File: config.mk
export PLATFORM = sky130hd
export DESIGN_NAME = event_link_router
export DESIGN_NICKNAME = d
export VERILOG_FILES = /design/src/hw/event_link_pkg.sv /design/src/hw/event_link_router.sv
export SDC_FILE = /design/constraint.sdc
export NUM_CORES = 1
export LEC_CHECK = 0
export ABC_AREA = 1
export BUFFER_PORTS_ARGS = -buffer_cell sky130_fd_sc_hd__buf_2
export CAP_MARGIN = 20
export CORE_UTILIZATION = 57
export DETAILED_ROUTE_END_ITERATION = 7
export PLACE_DENSITY = 0.88
export SKIP_CTS_REPAIR_TIMING = 1
export SLEW_MARGIN = 20
export SYNTH_ARGS = -nofsm -noshare
export SYNTH_HDL_FRONTEND = slang
export SYNTH_SLANG_ARGS = --single-unit
File: constraint.sdc
create_clock -name sys_clk -period 2.8 [get_ports sys_clk]
set_input_delay 0.56 -clock sys_clk [delete_from_list [all_inputs] [get_ports sys_clk]]
set_output_delay 0.56 -clock sys_clk [all_outputs]
set_load 0.005 [all_outputs]
File: src/hw/event_link_pkg.sv
package event_link_pkg;

  // ---------------------------------------------------------------
  // Destination select field
  // ---------------------------------------------------------------
  localparam int unsigned SEL_W   = 4;
  localparam int unsigned NUM_SRC = 26;
  localparam int unsigned NUM_DST = 11;

  localparam logic [3:0] DEST_OFF   = 4'h0;
  localparam logic [3:0] DEST_ADC   = 4'h1;
  localparam logic [3:0] DEST_CH0   = 4'h2;
  localparam logic [3:0] DEST_CH1   = 4'h3;
  localparam logic [3:0] DEST_CSRC  = 4'h4;
  localparam logic [3:0] DEST_CAPA  = 4'h5;
  localparam logic [3:0] DEST_CAPB  = 4'h6;
  localparam logic [3:0] DEST_DAC   = 4'h7;
  localparam logic [3:0] DEST_CH2   = 4'h8;
  localparam logic [3:0] DEST_CH3   = 4'h9;
  localparam logic [3:0] DEST_PWM   = 4'hA;

  // Source slot carrying the channel 0 count-end event
  localparam int unsigned SRC_CH0_END = 14;

  // ---------------------------------------------------------------
  // Timer channels
  // ---------------------------------------------------------------
  localparam int unsigned TIMER_W   = 16;
  localparam int unsigned NUM_CHAN  = 2;
  localparam logic        MODE_INTERVAL = 1'b0;
  localparam logic        MODE_EVENT    = 1'b1;

  // Worst-case detection figures, in destination clock cycles
  localparam int unsigned CHAN_DETECT_MAX = 4;
  localparam int unsigned CAP_DETECT_MAX  = 3;
  localparam int unsigned DAC_DETECT_MAX  = 2;
  localparam int unsigned PWM_DETECT_MAX  = 2;

endpackage

File: src/hw/event_link_router.sv
`timescale 1ns/10ps

// Summary of operation
// - Cascade: channel 0 is low half; its underflow decrements channel 1.
// - Channel 0 interval timer end event routes to channel 1 event counter.
// - Edge events decrement channel 0; one end pulse after preset count.
// - Converter trigger is the routed event itself, no added cycles.
// - Timer channels 0 to 3 see routed events within four system cycles.
// - Count-source timer takes the routed event directly as count source.
// - Capture timers detect routed events within three own-clock cycles.
// - Analogue output detects within two cycles, starts on the next one.
// - PWM cutoff detects within two cycles, cutoff state begins next cycle.
// - Four-bit select per source; zero disables, one picks converter.
module event_link_router #(
  parameter int unsigned NUM_SRC = event_link_pkg::NUM_SRC,
  parameter int unsigned TIMER_W = event_link_pkg::TIMER_W
) (
  input  wire logic                                      sys_clk,
  input  wire logic                                      rst,
  input  wire logic [NUM_SRC-1:0]                        srcEvent,
  input  wire logic [NUM_SRC*event_link_pkg::SEL_W-1:0]  destSel,
  input  wire logic                                      tauTick,
  input  wire logic [1:0]                                chanEnable,
  input  wire logic [1:0]                                chanMode,
  input  wire logic [2*TIMER_W-1:0]                      chanReload,
  input  wire logic                                      capClkEn,
  input  wire logic                                      pwmCutoffClear,
  output logic [NUM_SRC-1:0]                             srcIrq_q,
  output logic                                           adcTrigger,
  output logic                                           countSourceEvent,
  output logic [3:0]                                     chanEvent_q,
  output logic [1:0]                                     capEvent_q,
  output logic                                           dacStart_q,
  output logic                                           pwmCutoff_q,
  output logic [2*TIMER_W-1:0]                           chanCount_q,
  output logic [1:0]                                     chanEnd_q
);

  localparam int unsigned SW = event_link_pkg::SEL_W;
  localparam int unsigned ND = event_link_pkg::NUM_DST;
  localparam int unsigned NC = 2;
  localparam int unsigned NT = event_link_pkg::NUM_CHAN;

  typedef struct packed {
    logic [NUM_SRC-1:0]            irq;
    logic [3:0]                    chanPipe;
    logic [3:0]                    chanDet;
    logic [1:0]                    capPend;
    logic [1:0]                    capDet;
    logic                          dacDet;
    logic                          dacStart;
    logic                          pwmDet;
    logic                          pwmCut;
    logic [1:0][TIMER_W-1:0]       cnt;
    logic [1:0]                    chEnd;
  } state_t;

  state_t stQ;
  state_t stD;

  // ---------------------------------------------------------------
  // Destination decode
  // ---------------------------------------------------------------
  function automatic logic [ND-1:0] route_hits(
    input logic [NUM_SRC-1:0]    ev,
    input logic [NUM_SRC*SW-1:0] sel
  );
    logic [ND-1:0] hits;
    logic [SW-1:0] code;
    hits = '0;
    for (int n = 0; n < NUM_SRC; n++) begin
      code = sel[n*SW +: SW];
      if (ev[n] && code != event_link_pkg::DEST_OFF &&
          code <= event_link_pkg::DEST_PWM) begin
        hits[code[3:0]] = 1'b1;
      end
    end
    return hits;
  endfunction

  // ---------------------------------------------------------------
  // Down-count step
  // ---------------------------------------------------------------
  // Zero reloads and raises the end flag in the top bit
  function automatic logic [TIMER_W:0] count_step(
    input logic [TIMER_W-1:0] cur,
    input logic [TIMER_W-1:0] reload
  );
    logic [TIMER_W:0] res;
    if (cur == '0) begin
      res = {1'b1, reload};
    end else begin
      res = {1'b0, cur - 1'b1};
    end
    return res;
  endfunction

  // ---------------------------------------------------------------
  // Live events and per-destination hits
  // ---------------------------------------------------------------
  logic [NUM_SRC-1:0] liveEvent;
  logic [ND-1:0]      hit;
  logic [3:0]         chanHit;

  always_comb begin
    liveEvent = srcEvent;
    // end event feeds its source slot
    liveEvent[event_link_pkg::SRC_CH0_END] =
      srcEvent[event_link_pkg::SRC_CH0_END] | stQ.chEnd[0];
    hit = route_hits(liveEvent, destSel);
    chanHit[0] = hit[event_link_pkg::DEST_CH0];
    chanHit[1] = hit[event_link_pkg::DEST_CH1];
    chanHit[2] = hit[event_link_pkg::DEST_CH2];
    chanHit[3] = hit[event_link_pkg::DEST_CH3];
  end

  // ---------------------------------------------------------------
  // Direct destinations
  // ---------------------------------------------------------------
  // direct trigger
  assign adcTrigger       = hit[event_link_pkg::DEST_ADC];
  assign countSourceEvent = hit[event_link_pkg::DEST_CSRC];

  // ---------------------------------------------------------------
  // Next state
  // ---------------------------------------------------------------
  logic dec;

  always_comb begin
    stD = stQ;
    dec = 1'b0;

    // -------------------------------------------------------------
    // Interrupt copies
    // -------------------------------------------------------------
    // independent interrupt path
    stD.irq = liveEvent;

    // -------------------------------------------------------------
    // Channel detection
    // -------------------------------------------------------------
    // two-stage detection
    stD.chanPipe = chanHit;
    stD.chanDet  = stQ.chanPipe;

    // -------------------------------------------------------------
    // Capture timers
    // -------------------------------------------------------------
    // held until next capture clock
    for (int c = 0; c < NC; c++) begin
      if (capClkEn) begin
        stD.capDet[c]  = stQ.capPend[c] | hit[event_link_pkg::DEST_CAPA + c];
        stD.capPend[c] = 1'b0;
      end else begin
        stD.capDet[c]  = 1'b0;
        stD.capPend[c] = stQ.capPend[c] |
                         hit[event_link_pkg::DEST_CAPA + c];
      end
    end

    // -------------------------------------------------------------
    // Converter start and PWM cutoff
    // -------------------------------------------------------------
    // detect then start
    stD.dacDet   = hit[event_link_pkg::DEST_DAC];
    stD.dacStart = stQ.dacDet;

    stD.pwmDet = hit[event_link_pkg::DEST_PWM];
    if (stQ.pwmDet) begin
      stD.pwmCut = 1'b1;
    end else if (pwmCutoffClear) begin
      stD.pwmCut = 1'b0;
    end

    // -------------------------------------------------------------
    // Timer channels 0 and 1
    // -------------------------------------------------------------
    for (int i = 0; i < NT; i++) begin
      stD.chEnd[i] = 1'b0;
      if (chanMode[i] == event_link_pkg::MODE_INTERVAL) begin
        dec = tauTick;
      end else begin
        dec = stQ.chanDet[i];
      end
      if (!chanEnable[i]) begin
        stD.cnt[i] = chanReload[i*TIMER_W +: TIMER_W];
      end else if (dec) begin
        // single end pulse per preset run
        {stD.chEnd[i], stD.cnt[i]} =
          count_step(stQ.cnt[i], chanReload[i*TIMER_W +: TIMER_W]);
      end
    end

    // -------------------------------------------------------------
    // Synchronous reset
    // -------------------------------------------------------------
    if (rst) begin
      stD = '0;
    end
  end

  // ---------------------------------------------------------------
  // State register
  // ---------------------------------------------------------------
  always_ff @(posedge sys_clk) begin
    stQ <= stD;
  end

  // ---------------------------------------------------------------
  // Outputs
  // ---------------------------------------------------------------
  assign srcIrq_q    = stQ.irq;
  assign chanEvent_q = stQ.chanDet;
  assign capEvent_q  = stQ.capDet;
  assign dacStart_q  = stQ.dacStart;
  assign pwmCutoff_q = stQ.pwmCut;
  assign chanCount_q = stQ.cnt;
  assign chanEnd_q   = stQ.chEnd;

endmodule

==> results_dict.tcl, run 1 <==
set metrics [dict create \
    outcome "finished, violations left" \
    violations "design-rule violations" \
    totalWireLength_um 26300 \
    root_buffer "clkbuf_16" \
    combPwrFrac_pct 31.7 \
    grt_pass1_vias 8663 \
    rsz0062_at_grt "false" \
    yosysTopAreaCellShare_pct 19.6 \
    die-area_um2 14100 \
    grt-ovfl-total 0 \
    async_reset_ff_share_pct 0 \
    finalClockSkew_ns 0.00947 \
    cp.arrival_ns 1.91 \
    worstPathMaxFanout 5 \
    ys.flop_type "dfxtp_1" \
    drtPass1Iterations 8 \
    reg2reg_depth 11 \
    clock_path_buffers 2 \
    routedWlPerCell_um 14.9 \
    slowest_stage "nor2_1" \
    max_stage_delay_ns 0.17 \
    worst_slack_ns 0.332 \
    synth_cells 1412 \
    synth_fp_nets 1585 \
    min_path_type "flop to flop" \
    nNetsFinal 1759 \
    vias 9768 \
    setup_viol 0 \
    ys_warn_count 0 \
    slew-limit-headroom_pct 50.4 \
    crit_chain "buf_2 -> nand2_1 -> nand2_1 -> nand2_1 -> nand2_1 -> inv_1 -> nand2_1 -> nand3_1 -> nor2_1 -> nand2_1 -> nor2_1 -> nand3_1 -> buf_2" \
    synth_seq_cells 76 \
    ys_seq_area_share_pct 19.6 \
    clkTransAtPathRegs_ns 0.07 \
    p_sw_share_pct 36.2 \
    place_inst 1751 \
    pwr-share-clk_pct 35.2 \
    crit_type "input port to primary output" \
    synthTopCellsByArea "dfxtp_1, nand2_1, nor2_1" \
    slew_viol_final 0 \
    clk_latency_ns 0.35 \
    worstMarginPinSlew_ns 0.743 \
    place_ws_ns 0.243 \
    start_util_pct 58.5 \
    max_freq_ghz 0.405 \
    reg2reg_to "chanCount_q[3]" \
    start_kind "input port" \
    min_period_ns 2.47 \
    r2r_slack_ns 1.05 \
    final_cells 1768 \
    cts_tree "built" \
    hpwl_um 21700 \
    setup_tns_ns 0 \
    fin_crit_sh_pct 88.1 \
    ant_nets 0 \
    grtUsageTotal_pct 37.0 \
    cp-end-kind "primary output" \
    p_seq_share_pct 33.2 \
    synth_area_um2 7770 \
    maxCapViolCount 0 \
    ir_worst_vdd_mv 0.258 \
    p_switching_mw 1.38 \
    grt_max_degree 48 \
    hp-start "stQ[46]" \
    layout-drive-gt1-share_pct 18.6 \
    power_leakage_nw 5.12 \
    core_um2 13300 \
    cp_common_cell "nand2_1" \
    row_count 42 \
    synth_cell_type_count 43 \
    clock_sinks 76 \
    min_to "chanEvent_q[0]" \
    final.fill_count 1293 \
    synth_top_area_cell "dfxtp_1" \
    p_int_mw 2.43 \
    ctsHtreeMaxLevel 3 \
    cts-buffers-inserted 9 \
    die_h_um 119 \
    cellPowerDensity_nw_per_um2 423 \
    io_buffers 240 \
    cp.required_ns 2.24 \
    hold_viol_final 0 \
    antenna_found_initial 1 \
    yosysMostFrequentCell "nand2_1" \
    dieWidth_um 119 \
    ios 241 \
    syn2layout_area_growth_pct 15.7 \
    post_synth.cell_area_avg_um2 5.51 \
    whs_path_depth 2 \
    synth_common_cells "nand2_1, nor2_1, inv_1" \
    drc 1 \
    gp_congestion 1.01 \
    synth_edf_count 0 \
    r2r_start "chanCount_q[0]" \
    vias_per_cell 5.52 \
    grt_pass1_wl_um 41200 \
    drt_iter0_drc 1119 \
]
[cells by family (layout without fill, tap and decap cells)]
kind of cell,count (synthesis),count (layout),share of synthesized area [%]
and+or+nand+nor,862,862,49.7
adders and majority gates,2,2,0.322
buffers and inverters,317,496,18.8
DFF,76,76,19.6
xor gates and xnor gates,19,19,2.14
AOI/OAI and AO/OA,136,136,9.51
other,0,1,0
[worst max-delay path, delay by kind of cell]
family | cells | cell delay [ns]
and+or+nand+nor | 10 | 1.02
buffers and inverters | 3 | 0.34
[power by group through the flow]
stage / Combinational [mW] / Clock (mW) / Sequential (mW)
after floorplan: 0.830 / 0 / 1.26
after global placement: 1.15 / 0 / 1.28
after detailed placement: 1.18 / 0 / 1.28
after CTS: 1.18 / 1.34 / 1.26
after global routing: 1.34 / 1.39 / 1.27
final: 1.20 / 1.34 / 1.26
[stage by stage]
step           power [mW]  util [%]  cell area [µm²]  hold slack [ns]
2_1_floorplan        2.09         -             7770            0.388
3_3_place_gp         2.43      65.1             8650            0.390
3_5_place_dp         2.46      65.1             8650            0.398
4_1_cts              3.79      67.6             8990            0.407
5_1_grt              4.00      67.7             8990            0.427
6_report             3.80      67.7             8990            0.397
[area by class of cell]
cell class	instances	area (µm²)	area share, %
Multi-Input combinational cell	1019	4800	53.3
Sequential cell	76	1520	16.9
Timing Repair Buffer	244	1230	13.7
Inverter	236	888	9.88
Clock buffer	10	239	2.66
Tap cell	176	220	2.45
Clock inverter	6	96.3	1.07
Antenna cell	1	2.50	0.0278
[layer usage]
metal  part of all wire (%)  GRT usage [%]  vias to the layer above
li1                       -              -                     4828
met1                     40           45.3                     4322
met2                     46           61.9                      536
met3                    9.2           7.19                       82
met4                    4.4           18.0                        0
met5                      0              0                        -
[worst max-delay path by stage]
stage            startpoint          to  slack [ns]  cells past startpoint
6_report       destSel[101]  adcTrigger        0.33                     13
5_1_grt        destSel[101]  adcTrigger        0.18                     13
4_1_cts        chanEnd_q[0]  adcTrigger        0.18                      9
3_5_place_dp    destSel[58]  adcTrigger        0.24                     11
3_3_place_gp    destSel[58]  adcTrigger        0.29                     11
2_1_floorplan   destSel[58]  adcTrigger        0.85                      9
[cells in the final DEF (no fill, tap or decap), drive strengths merged, types with 4 or more instances in the layout]
cell type,instances
or2,4
buf,244
nand2,303
o211ai,4
nand3,123
nor3,22
o21ai,67
dfxtp,76
nand3b,9
a21oi,55
inv,237
clkbuf,10
nand4,103
nor2,289
xnor2,5
xor2,14
[flip-flops by register name (all words and copies together), names as in the netlist]
register	flops
chanEnd_q	2
chanCount_q	32
srcIrq_q	26
stQ	8
chanEvent_q	4
capEvent_q	2
pwmCutoff_q	1
dacStart_q	1
(Power assumes the default switching activity.)
==> run 2: changes to the inputs <==
--- a/config.mk
+++ b/config.mk
@@ -9,7 +9,8 @@
 export BUFFER_PORTS_ARGS = -buffer_cell sky130_fd_sc_hd__buf_2
 export CAP_MARGIN = 20
+export CORE_ASPECT_RATIO = 0.7
 export CORE_UTILIZATION = 57
 export DETAILED_ROUTE_END_ITERATION = 7
-export PLACE_DENSITY = 0.88
+export PLACE_DENSITY = 0.95
 export SKIP_CTS_REPAIR_TIMING = 1
 export SLEW_MARGIN = 20
==> constraint.sdc (replaced) <==
create_clock -name sys_clk -period 2.8 [get_ports sys_clk]
set_input_delay 0.42 -clock sys_clk [delete_from_list [all_inputs] [get_ports sys_clk]]
set_output_delay 0.42 -clock sys_clk [all_outputs]
set_load 0.005 [all_outputs]
==> results_dict.tcl, run 2 (synthesized netlist as in run 1, its figures left out) <==
set metrics [dict create \
    outcome "finished, final reports clean" \
    worstMarginPinSlew_ns 0.811 \
    fin_crit_sh_pct 84.2 \
    drtPass1Iterations 6 \
    crit_type "flop to primary output" \
    hp-start "srcEvent[14]" \
    power_mw 3.77 \
    reg2reg_to "chanCount_q[22]" \
    dr_wl_met2_um 10500 \
    reg2reg_depth 10 \
    topRoutingLayerUsed "met4" \
    cts_tree "built" \
    setup_viol 0 \
    ios 241 \
    wl_met3_um 3730 \
    drc 0 \
    min_path_type "input port to flop" \
    final.fill_count 1269 \
    grt_pass1_vias 8171 \
    drt-met1-wl_um 11500 \
    cp.arrival_ns 1.94 \
    whs_path_depth 3 \
    gp_congestion 1.03 \
    power_leakage_nw 5.11 \
    max_stage_delay_ns 0.44 \
    start_util_pct 58.8 \
    min_period_ns 2.36 \
    start_kind "flop" \
    dieWidth_um 142 \
    clkTransAtPathRegs_ns 0.07 \
    cp-end-kind "primary output" \
    core_um2 13200 \
    cellPowerDensity_nw_per_um2 419 \
    vias 9788 \
    rsz0062_at_grt "false" \
    clock_path_buffers 2 \
    grt_pass1_wl_um 40700 \
    row_count 35 \
    cp_common_cell "nor2_1" \
    syn2layout_area_growth_pct 15.5 \
    layout-drive-gt1-share_pct 18.4 \
    hold_viol_final 0 \
    setup_tns_ns 0 \
    place_inst 1759 \
    cp.required_ns 2.38 \
    grt-ovfl-total 0 \
    worstPathMaxFanout 8 \
    ctsHtreeMaxLevel 3 \
    finalClockSkew_ns 0.00654 \
    antenna_found_initial 1 \
    slowest_stage "a21oi_1" \
    die_h_um 99.7 \
    max_freq_ghz 0.424 \
    grt_max_degree 48 \
    totalWireLength_um 26400 \
    hpwl_um 21800 \
    vias_per_cell 5.51 \
    clk_latency_ns 0.34 \
    r2r_start "chanCount_q[16]" \
    root_buffer "clkbuf_16" \
    io_buffers 240 \
    ir_worst_vdd_mv 0.393 \
    drt_iter0_drc 1443 \
    die-area_um2 14100 \
    r2r_slack_ns 1.02 \
    min_to "srcIrq_q[14]" \
    mostFrequentLayoutCell "nand2_1" \
    final_cell_mix "nand2_1, nor2_1, buf_2" \
    final_cells 1776 \
    largest_reg_flops 32 \
    grtUsageTotal_pct 36.9 \
    routedWlPerCell_um 14.8 \
    ant_nets 0 \
    fin_util_pct 67.9 \
    maxCapViolCount 0 \
    cts-buffers-inserted 9 \
    slew-limit-headroom_pct 45.9 \
    nNetsFinal 1758 \
    slew_viol_final 0 \
    clock_sinks 76 \
    crit_chain "nor2_1 -> a21oi_1 -> nand3_1 -> nand2_1 -> nor2_1 -> nand2_1 -> nor2_1 -> nand3_1 -> buf_2" \
]
run 2: changes by cell type in the layout (fill, tap and decap cells not counted):
cell and change:
buf_4 -1, inv_8 -1, inv_6 +2, a21oi_2 -1
a21oi_1 +1, clkbuf_1 +1, clkbuf_8 -1, clkinvlp_4 -1
run 2: how the worst max path moves through the flow:
| stage | startpoint | to | slack [ns] | cells past startpoint |
|---|---|---|---|---|
| 6_report | chanEnd_q[0] | adcTrigger | 0.44 | 9 |
| 5_1_grt | chanEnd_q[0] | adcTrigger | 0.36 | 9 |
| 4_1_cts | chanEnd_q[0] | adcTrigger | 0.49 | 9 |
| 3_5_place_dp | destSel[19] | countSourceEvent | 0.58 | 10 |
| 3_3_place_gp | destSel[19] | countSourceEvent | 0.64 | 10 |
| 2_1_floorplan | destSel[58] | adcTrigger | 1.13 | 9 |
run 2: final cells by class:
class                   instances  area, µm²  share of cell area (%)
inverters                     236        888                    9.89
flip-flops and latches         76       1520                    16.9
multi-input cells            1019       4790                    53.3
clock inverters                 6       95.1                    1.06
repair buffers                243       1220                    13.6
well taps                     185        231                    2.58
clock buffers                  10        229                    2.55
diodes                          1       2.50                  0.0279
run 2: layer usage:
layer  track usage [%]  vias to the layer above
li1                  -                     4816
met1              53.3                     4299
met2              52.7                      617
met3              10.3                       56
met4              11.2                        0
met5                 0                        -
run 2: report_power, final:
group / switching (mW) / internal (mW)
combinational: 0.771 / 0.437
sequential: 0.0846 / 1.17
clock: 0.509 / 0.792
run 2: worst max-delay path: cells and delay by family (launching register included):
family                 cells  cell delay (ns)
AND/OR/NAND/NOR            7             0.68
AO/OA/AOI/OAI              1             0.44
flip-flops                 1             0.35
buffers and inverters      1             0.13
run 2: metrics by stage:
stage / setup WS, ns / hold WS [ns] / cell area (µm²)
floorplan: 1.13 / 0.388 / 7770
global placement: 0.638 / 0.393 / 8660
detailed placement: 0.585 / 0.395 / 8660
CTS: 0.493 / 0.325 / 8980
global route: 0.356 / 0.343 / 8980
finish: 0.443 / 0.329 / 8980
